[src/logic/reload_timer_cfg.svh]
/*
 * Register offsets, field positions, reset values and prescale counts of the
 * reload/up-down timer with clock output.
 * Assumes it is included by bare name after the package that holds the types.
 */
`ifndef RELOAD_TIMER_CFG_SVH
`define RELOAD_TIMER_CFG_SVH

`define OFS_CONTROL       8'hC8
`define OFS_MODE          8'hC9
`define OFS_RELOAD_LOW    8'hCA
`define OFS_RELOAD_HIGH   8'hCB
`define OFS_COUNT_LOW     8'hCC
`define OFS_COUNT_HIGH    8'hCD

`define CTL_OVF_FLAG      7
`define CTL_EXT_FLAG      6
`define CTL_RX_CLK_SEL    5
`define CTL_TX_CLK_SEL    4
`define CTL_EXT_EDGE_EN   3
`define CTL_RUN           2
`define CTL_SOURCE_SEL    1
`define CTL_CAPTURE_SEL   0

`define MOD_CLKOUT_EN     1
`define MOD_UPDOWN_EN     0

`define RST_CONTROL       8'h00
`define RST_MODE          2'h0
`define RST_BYTE          8'h00

`define COUNT_TOP         16'hFFFF
`define COUNT_ZERO        16'h0000

// Internal clock divided by six in plain timer use, by two when baud or clock-out.
`define DIV_SLOW          3'h6
`define DIV_FAST          3'h2

`endif

[src/logic/reload_timer_pkg.sv]
/*
 * Types shared by the reload/up-down timer files.
 * Assumes nothing of its surroundings.
 */
package reload_timer_pkg;

	typedef logic [15:0] count_t;
	typedef logic [7:0]  sfr_byte_t;

	// One-hot count mode, derived from control and mode bits.
	typedef enum logic [2:0] {
		MODE_RELOAD  = 3'b001,
		MODE_CAPTURE = 3'b010,
		MODE_UPDOWN  = 3'b100
	} count_mode_e;

endpackage

[src/logic/reload_updown_timer_clockout.sv]
/*
 * Sixteen-bit reload/capture timer with up/down counting, baud-clock source
 * and 50% clock output, reached through byte-wide special-function registers.
 * Assumes a single-cycle register port on clk_sys and asynchronous pins.
 */
// Notes on behaviour
// - Count is two cascaded bytes, sixteen bits.
// - Control bit 1 picks internal clock or pin.
// - Low byte counts only while run bit set.
// - Up/down enable: direction pin selects direction.
// - Up overflow past FFFFh: flag, irq, reload (capture loads zero).
// - Down: count equals reload gives underflow, loads FFFFh.
// - Up/down wraps toggle ext flag; that toggle gives no irq.
// - Clock-out: reload on overflow, 50% clock, no irq.
// - Clock out on count pin, rate over 4(65536-reload).
// - Baud and clock-out share one reload value.
// - Overflow flag set unless serial select or clock-out set.
// - Bit 6 set by enabled falling edge event.
// - Bit 5 picks this timer as receive clock.
// - Bit 3 enables direction pin edge action.
// - Control register resets zero, bit addressable.
// - Mode register: clock-out bit 1, up/down bit 0.
`timescale 1ns/1ns
`default_nettype none

`include "reload_timer_cfg.svh"

module reload_updown_timer_clockout (
	// Clock and reset.
	input  wire logic                        clk_sys,
	input  wire logic                        rst,
	// Special-function register port.
	input  wire logic [7:0]                  sfr_addr,
	input  wire logic                        sfr_wr,
	input  wire logic                        sfr_rd,
	input  wire reload_timer_pkg::sfr_byte_t sfr_wdata,
	input  wire logic                        sfr_bit_wr,
	input  wire logic [2:0]                  sfr_bit_sel,
	input  wire logic                        sfr_bit_val,
	output logic                             sfr_rdata_valid,
	output reload_timer_pkg::sfr_byte_t      sfr_rdata,
	// Pins.
	input  wire logic                        count_pin_i,
	output logic                             count_pin_o,
	output logic                             count_pin_oe_n,
	input  wire logic                        direction_pin,
	// Interrupt and serial clocks.
	output logic                             timer_irq,
	output logic                             serial_rx_tick,
	output logic                             serial_tx_tick
);
	import reload_timer_pkg::*;

	sfr_byte_t   control;
	logic [1:0]  mode_bits;
	count_t      count;
	count_t      reload;
	logic [2:0]  prescale;
	logic        clk_out;
	logic [1:0]  pin_level;
	logic [1:0]  pin_fall;
	count_mode_e mode;
	logic        baud_use;
	logic        updown_mode;
	logic        count_up;
	logic        tick;
	logic        wrap;
	logic        ext_event;
	logic [2:0]  div_now;
	logic        ctl_wr;
	sfr_byte_t   ctl_base;
	count_t      next_count;

	function automatic logic hit(input logic [7:0] ofs);
		hit = sfr_wr && (sfr_addr == ofs);
	endfunction

	pin_edge_sync #(.W(2)) u_sync (
		.clk_sys (clk_sys),
		.rst     (rst),
		.pin_in  ({direction_pin, count_pin_i}),
		.level   (pin_level),
		.fall    (pin_fall)
	);

	assign baud_use = control[`CTL_RX_CLK_SEL] | control[`CTL_TX_CLK_SEL];

	// Capture is ignored while the timer clocks the serial port.
	always_comb begin
		if (control[`CTL_CAPTURE_SEL] && !baud_use)
			mode = MODE_CAPTURE;
		else if (mode_bits[`MOD_UPDOWN_EN])
			mode = MODE_UPDOWN;
		else
			mode = MODE_RELOAD;
	end

	assign updown_mode = (mode == MODE_UPDOWN);
	assign count_up    = !updown_mode || pin_level[1];

	// Baud and clock-out count at half the system clock, plain timing at a sixth.
	assign div_now = (baud_use || mode_bits[`MOD_CLKOUT_EN]) ? `DIV_FAST : `DIV_SLOW;

	always_ff @(posedge clk_sys or posedge rst) begin
		if (rst)
			prescale <= 3'h0;
		else if (!control[`CTL_RUN] || prescale >= div_now - 3'h1)
			prescale <= 3'h0;
		else
			prescale <= prescale + 3'h1;
	end

	always_comb begin
		tick = 1'b0;
		if (control[`CTL_RUN]) begin
			if (control[`CTL_SOURCE_SEL])
				tick = pin_fall[0];
			else
				tick = (prescale == div_now - 3'h1);
		end
	end

	// Up wraps past the top, down wraps when the count meets the reload value.
	assign wrap = tick && (count_up ? (count == `COUNT_TOP) : (count == reload));

	assign ext_event = control[`CTL_EXT_EDGE_EN] && pin_fall[1] && !baud_use && !updown_mode;

	always_comb begin
		next_count = count;
		if (ext_event && mode == MODE_RELOAD)
			next_count = reload;
		else if (wrap) begin
			if (!count_up)
				next_count = `COUNT_TOP;
			else if (mode == MODE_CAPTURE)
				next_count = `COUNT_ZERO;
			else
				next_count = reload;
		end else if (tick)
			next_count = count_up ? count + 16'h0001 : count - 16'h0001;
	end

	// A software write to a count byte takes precedence over counting in that cycle.
	always_ff @(posedge clk_sys or posedge rst) begin
		if (rst)
			count <= {`RST_BYTE, `RST_BYTE};
		else begin
			count <= next_count;
			if (hit(`OFS_COUNT_LOW))
				count[7:0] <= sfr_wdata;
			if (hit(`OFS_COUNT_HIGH))
				count[15:8] <= sfr_wdata;
		end
	end

	always_ff @(posedge clk_sys or posedge rst) begin
		if (rst)
			reload <= {`RST_BYTE, `RST_BYTE};
		else if (ext_event && mode == MODE_CAPTURE)
			reload <= count;
		else begin
			if (hit(`OFS_RELOAD_LOW))
				reload[7:0] <= sfr_wdata;
			if (hit(`OFS_RELOAD_HIGH))
				reload[15:8] <= sfr_wdata;
		end
	end

	// Byte write or single-bit write; the flags then take hardware sets on top.
	// Written out rather than through hit(): a continuous assignment would not wake on sfr_wr read inside it.
	assign ctl_wr = (sfr_wr || sfr_bit_wr) && (sfr_addr == `OFS_CONTROL);

	always_comb begin
		ctl_base = control;
		if (hit(`OFS_CONTROL))
			ctl_base = sfr_wdata;
		else if (sfr_bit_wr && sfr_addr == `OFS_CONTROL)
			ctl_base[sfr_bit_sel] = sfr_bit_val;
	end

	always_ff @(posedge clk_sys or posedge rst) begin
		if (rst)
			control <= `RST_CONTROL;
		else begin
			control <= ctl_wr ? ctl_base : control;
			if (wrap && !baud_use && !mode_bits[`MOD_CLKOUT_EN])
				control[`CTL_OVF_FLAG] <= 1'b1;
			if (ext_event)
				control[`CTL_EXT_FLAG] <= 1'b1;
			else if (wrap && updown_mode)
				control[`CTL_EXT_FLAG] <= ~ctl_base[`CTL_EXT_FLAG];
		end
	end

	always_ff @(posedge clk_sys or posedge rst) begin
		if (rst)
			mode_bits <= `RST_MODE;
		else if (hit(`OFS_MODE))
			mode_bits <= sfr_wdata[1:0];
	end

	// Each wrap flips the output, so one period spans two wraps.
	always_ff @(posedge clk_sys or posedge rst) begin
		if (rst)
			clk_out <= 1'b0;
		else if (!mode_bits[`MOD_CLKOUT_EN])
			clk_out <= 1'b0;
		else if (wrap)
			clk_out <= ~clk_out;
	end

	assign count_pin_o    = clk_out;
	assign count_pin_oe_n = ~mode_bits[`MOD_CLKOUT_EN];

	// The toggled ext flag in up/down use is a count bit, not a request.
	always_ff @(posedge clk_sys or posedge rst) begin
		if (rst) begin
			timer_irq      <= 1'b0;
			serial_rx_tick <= 1'b0;
			serial_tx_tick <= 1'b0;
		end else begin
			timer_irq      <= control[`CTL_OVF_FLAG] | (control[`CTL_EXT_FLAG] & ~updown_mode);
			serial_rx_tick <= wrap & control[`CTL_RX_CLK_SEL];
			serial_tx_tick <= wrap & control[`CTL_TX_CLK_SEL];
		end
	end

	always_ff @(posedge clk_sys or posedge rst) begin
		if (rst) begin
			sfr_rdata       <= `RST_BYTE;
			sfr_rdata_valid <= 1'b0;
		end else begin
			sfr_rdata_valid <= sfr_rd;
			case (sfr_addr)
				`OFS_CONTROL:     sfr_rdata <= control;
				`OFS_MODE:        sfr_rdata <= {6'h00, mode_bits};
				`OFS_RELOAD_LOW:  sfr_rdata <= reload[7:0];
				`OFS_RELOAD_HIGH: sfr_rdata <= reload[15:8];
				`OFS_COUNT_LOW:   sfr_rdata <= count[7:0];
				`OFS_COUNT_HIGH:  sfr_rdata <= count[15:8];
				default:          sfr_rdata <= `RST_BYTE;
			endcase
		end
	end
endmodule // reload_updown_timer_clockout

`default_nettype wire

[src/logic/pin_edge_sync.sv]
/*
 * Two-flop synchroniser for pin inputs, with a falling-edge pulse per bit.
 * Assumes the pins are asynchronous to clk_sys.
 */
`timescale 1ns/1ns
`default_nettype none

module pin_edge_sync #(
	parameter int W = 2
) (
	// Clock and reset.
	input  wire logic         clk_sys,
	input  wire logic         rst,
	// Pins and results.
	input  wire logic [W-1:0] pin_in,
	output logic      [W-1:0] level,
	output logic      [W-1:0] fall
);

	logic [W-1:0] stage1;
	logic [W-1:0] level_d;

	// The first stage is read by the second stage only.
	always_ff @(posedge clk_sys or posedge rst) begin
		if (rst) begin
			stage1  <= '0;
			level   <= '0;
			level_d <= '0;
		end else begin
			stage1  <= pin_in;
			level   <= stage1;
			level_d <= level;
		end
	end

	assign fall = level_d & ~level;

endmodule // pin_edge_sync

`default_nettype wire

[config.mk]
export PLATFORM = sky130hd
export DESIGN_NAME = reload_updown_timer_clockout
export DESIGN_NICKNAME = d
export VERILOG_FILES = /design/src/logic/reload_timer_pkg.sv /design/src/logic/reload_updown_timer_clockout.sv /design/src/logic/pin_edge_sync.sv
export VERILOG_INCLUDE_DIRS = /design/src /design/src/logic
export SDC_FILE = /design/constraint.sdc
export NUM_CORES = 1
export LEC_CHECK = 0
export BUFFER_PORTS_ARGS = -buffer_cell sky130_fd_sc_hd__buf_2
export CORE_UTILIZATION = 65
export DETAILED_ROUTE_END_ITERATION = 6
export GPL_ROUTABILITY_DRIVEN = 0
export PLACE_DENSITY = 0.95
export SYNTH_ARGS = -nofsm -noshare
export SYNTH_HDL_FRONTEND = slang
export SYNTH_SLANG_ARGS = --single-unit
[constraint.sdc]
create_clock -name clk_sys -period 5.1 [get_ports clk_sys]
set_input_delay 0 -clock clk_sys [delete_from_list [all_inputs] [get_ports clk_sys]]
set_output_delay 0 -clock clk_sys [all_outputs]
set_load 0.05 [all_outputs]
==> summary by stage <==
Run status
The run finished, with violations left. The final reports fail on design-rule violations.

Clocking
Once the clock tree was built, the resizer swapped 0 gates to a different size. TritonCTS built the clock tree. The clock sink count is 64. The number of buffers inserted by post-CTS setup repair is 0. The latest clock arrival within the worst-skew pair is 370 ps.

The number of CTS-inserted buffers is 9. The buffer cell driving the clock tree root is sky130_fd_sc_hd__clkbuf_8. The H-tree generated during clock tree synthesis spans 3 levels. The clock transition at the registers of the reported paths is 80 ps. The buffer levels on the longest clock path is 2.

Floorplanning
The floorplan step set the die height to 85.91 um. The core footprint is 6794 um2. The initial cell density of the core is 67.37%. The floorplan step defined a die boundary enclosing 7381 um2. The x dimension of the die is 85.91 um.

Pin placement for this block handled 41 I/O pins. The number of core rows is 30.

Detailed routing
The detailed-router iteration count before antenna repair is 7. Wire segments on met2 add up to 6635 um in the final route. The wire length on met3 is 2417 um.

The post-route DRC violation count is 100. The routed metal-1 wire length is 5091 um. The number of DRC markers after the initial detailed-route iteration is 1125. The count of vias placed by the detailed router is 4909. The routed design has 15240 um of wire. The antenna violation net count after detailed routing is 0.

Dividing the detail-routed wire length by the instance count gives 22.57 um. The detail-routed via count per cell is 7.273. The highest metal layer with signal wires is met4.

Placement
The number of port buffers is 40. The minimum setup slack after placement is 1359 ps. The estimated wirelength of the detail-placed design is 10110 um.

Worst setup path
The critical path runs through a total of 11 cells. Among all stages on the critical path, the largest delay is contributed by sky130_fd_sc_hd__nor3_1. The largest single stage delay on the critical path is 580 ps. The category of the worst setup path launch point is a flip-flop. The logic depth of the worst register-to-register path is 11.

The endpoint class of the critical path is a flip-flop. The signal on the critical path passes through or3_1 -> ha_1 -> and4b_1 -> nor2_1 -> buf_4 -> nor4_2 -> nand4_4 -> nor3_1 -> buf_4 -> mux2_2 -> o31ai_1. Broken down by cell family, the worst path's largest delay share belongs to simple AND/OR/NAND/NOR gates.

Along the worst path, the maximum fanout reaches 15. For the worst setup path, the data arrival time is 4210 ps. By startpoint and endpoint, the worst setup path is classified as flip-flop to flip-flop.

Counting both buffers and inverters, the worst setup path holds a total of 2. By instance count, the cell type seen most on the critical path is sky130_fd_sc_hd__buf_4. STA puts the critical path data required time at 5370 ps.

Flow run
Max-cap violations in this run came to 0.

Timing
The number of hold violations in the final report is 0. The achievable frequency is 253.3 MHz. The number of max-slew violations in the final report came to 0. On the final layout, the worst clock skew is 14.97 ps. After layout, the worst setup slack is 1152 ps. Summed over all failing endpoints, the final setup total negative slack is 0 ps. Subtracting the final worst setup slack from the clock period gives 3948 ps. Setup repair after global routing left no endpoint under its margin. The post-route clock period utilization is 77.41%. At the pin with the least slew margin, the transition time is 1009 ps. The total of endpoints with negative setup slack in the final report is 0. The worst pin sits at a relative slew slack of 32.47%.

Synth
Dividing the synthesized area by the synthesized cell count gives 8.383 um2. The warning count from the yosys run is 0. The number of register bits inferred by synthesis is 64. The number of library cell types mapped by synthesis is 65.

The number of enable-type register cells in the synthesized netlist is 0. Summing the sequential cell areas from Yosys gives 34.99% of the chip area. The most instantiated flip-flop cell in the synthesis netlist is sky130_fd_sc_hd__dfrtp_1.

Ranked by total cell area, the synthesized netlist is headed by sky130_fd_sc_hd__dfrtp_1 35%, sky130_fd_sc_hd__mux2i_1 8.5%, sky130_fd_sc_hd__nand2_1 5.6%. The number of nets in the synthesized netlist is 577. Of the post-synthesis cell area, the dominant cell type holds 34.99%. The biggest area contributor in the post-synthesis netlist is sky130_fd_sc_hd__dfrtp_1. The number of standard cells after synthesis is 546. The async set or reset register ratio after synthesis is 100.0%.

The post-synthesis cell area is 4577 um2.

Power
The maximum resistive drop on vdd is 0.2846 mV. The power density over the cells is 367.7 nW/um2. The final total power is 1.887 mW. For this design the static power due to leakage is 2.302 nW.

Cells and area
The antenna cell count is 0. At the end of the flow, the number of nets in the layout was 605. After filler insertion, the fill cell instance count of the layout stands at 439. In the final layout, the share of cells above drive strength 1 is 15.03%.

The area growth from synthesis to layout is 12.14%.

Global routing
The global-route usage over all layers is 44.37%. The first global-routing pass estimated 24740 um of wire. Global routing finished with a remaining overflow of 0. The number of antenna violations at the first check in global routing came to 0. The via count of the first global-routing pass came to 4783. Entering global routing, the biggest net connects 65 pins.

Min path
Along the worst hold path, the cell count comes to 2. The worst min-delay path class is input pin to flip-flop.
[logic make-up after synthesis]
family	after synthesis	synth area share, %
AO/OA/AOI/OAI	142	20.18
adder cells (fa/ha/maj)	4	1.094
flip-flops	64	34.99
XOR/XNOR	20	3.827
buffers and inverters	59	5.057
multiplexers	47	10.99
AND/OR/NAND/NOR	210	23.87
[per-stage QoR]
stage | area [um2] | hold slack (ps) | utilization [%] | std cells
4_1_cts | 5132 | 1.329 | 75.54 | 675
6_report | 5132 | 11.15 | 75.54 | 675
3_5_place_dp | 4803 | 112.5 | 70.70 | 649
3_3_place_gp | 4803 | 107.8 | 70.70 | 649
2_1_floorplan | 4577 | 31.43 | - | 546
5_1_grt | 5132 | 26.11 | 75.54 | 675
[flip-flops by register name (all words and copies together) (netlist names)]
name and count:
count_pin_o 1, u_sync.level 2, count 16, reload 16, sfr_rdata_valid 1, u_sync.stage1 2, prescale 3, mode_bits 2
sfr_rdata 8, serial_rx_tick 1, u_sync.level_d 2, timer_irq 1, serial_tx_tick 1, control 8
[cells in the mapped netlist (all sizes together), types with 7 or more instances]
cell,n
nor3,14
o21ai,49
a21oi,32
dfrtp,64
nor2,38
mux2i,39
nand3,15
or3,8
nor4,7
nand2b,12
nand2,68
xor2,7
o22ai,9
inv,17
nand3b,8
clkbuf,36
xnor2,13
[metal layers]
metal	up-vias	track usage, %
met5	-	0.6993
met4	0	25.15
met3	159	13.96
met2	517	66.96
met1	2200	56.38
li1	2033	-
[cells in the final DEF, fill, tap and decap left out, drive strengths merged, types with 10 or more instances in the layout]
cell / Yosys / layout
xnor2: 13 / 13
buf: 6 / 49
dfrtp: 64 / 64
nor2: 38 / 38
mux2i: 39 / 39
inv: 17 / 18
nand3: 15 / 15
a21oi: 32 / 32
nand2: 68 / 68
o21ai: 49 / 49
dlygate4sd3: 0 / 10
nand2b: 12 / 12
nor3: 14 / 14
[power by group]
group | total [mW] | switching (mW) | internal [mW]
registers | 0.763 | 0.196 | 0.567
logic | 0.607 | 0.346 | 0.261
clock network | 0.517 | 0.237 | 0.281
total | 1.89 | 0.779 | 1.11
[final timing paths]
path / startpoint / slack, ps / end
max: control[5]$_DFFE_PP0P_ / 1150 / count[10]$_DFFE_PP0P_
min: sfr_wdata[3] / 10 / count[11]$_DFFE_PP0P_
max reg2reg: control[5]$_DFFE_PP0P_ / 1150 / count[10]$_DFFE_PP0P_
min reg2reg: u_sync.stage1[1]$_DFF_PP0_ / 350 / u_sync.level[1]$_DFF_PP0_
max in group asynchronous: rst / 4130 / reload[4]$_DFFE_PP0P_
min in group asynchronous: rst / 400 / reload[3]$_DFFE_PP0P_
[layout make-up]
| type | instances | area (um2) | area share [%] |
|---|---|---|---|
| clock buffers | 9 | 123.9 | 2.413 |
| clock inverters | 7 | 105.1 | 2.048 |
| inverters | 17 | 63.81 | 1.243 |
| multi-input cells | 423 | 2750 | 53.58 |
| flip-flops and latches | 64 | 1602 | 31.20 |
| well taps | 96 | 120.1 | 2.340 |
| repair buffers | 59 | 367.9 | 7.167 |
[timing repair]
action | CTS | global route
setup endpoints to repair | 0 | 0
hold buffers | 10 | 0
endpoints found under the hold margin | 76 | 0
Note: power is estimated with default switching activity, not from simulation.
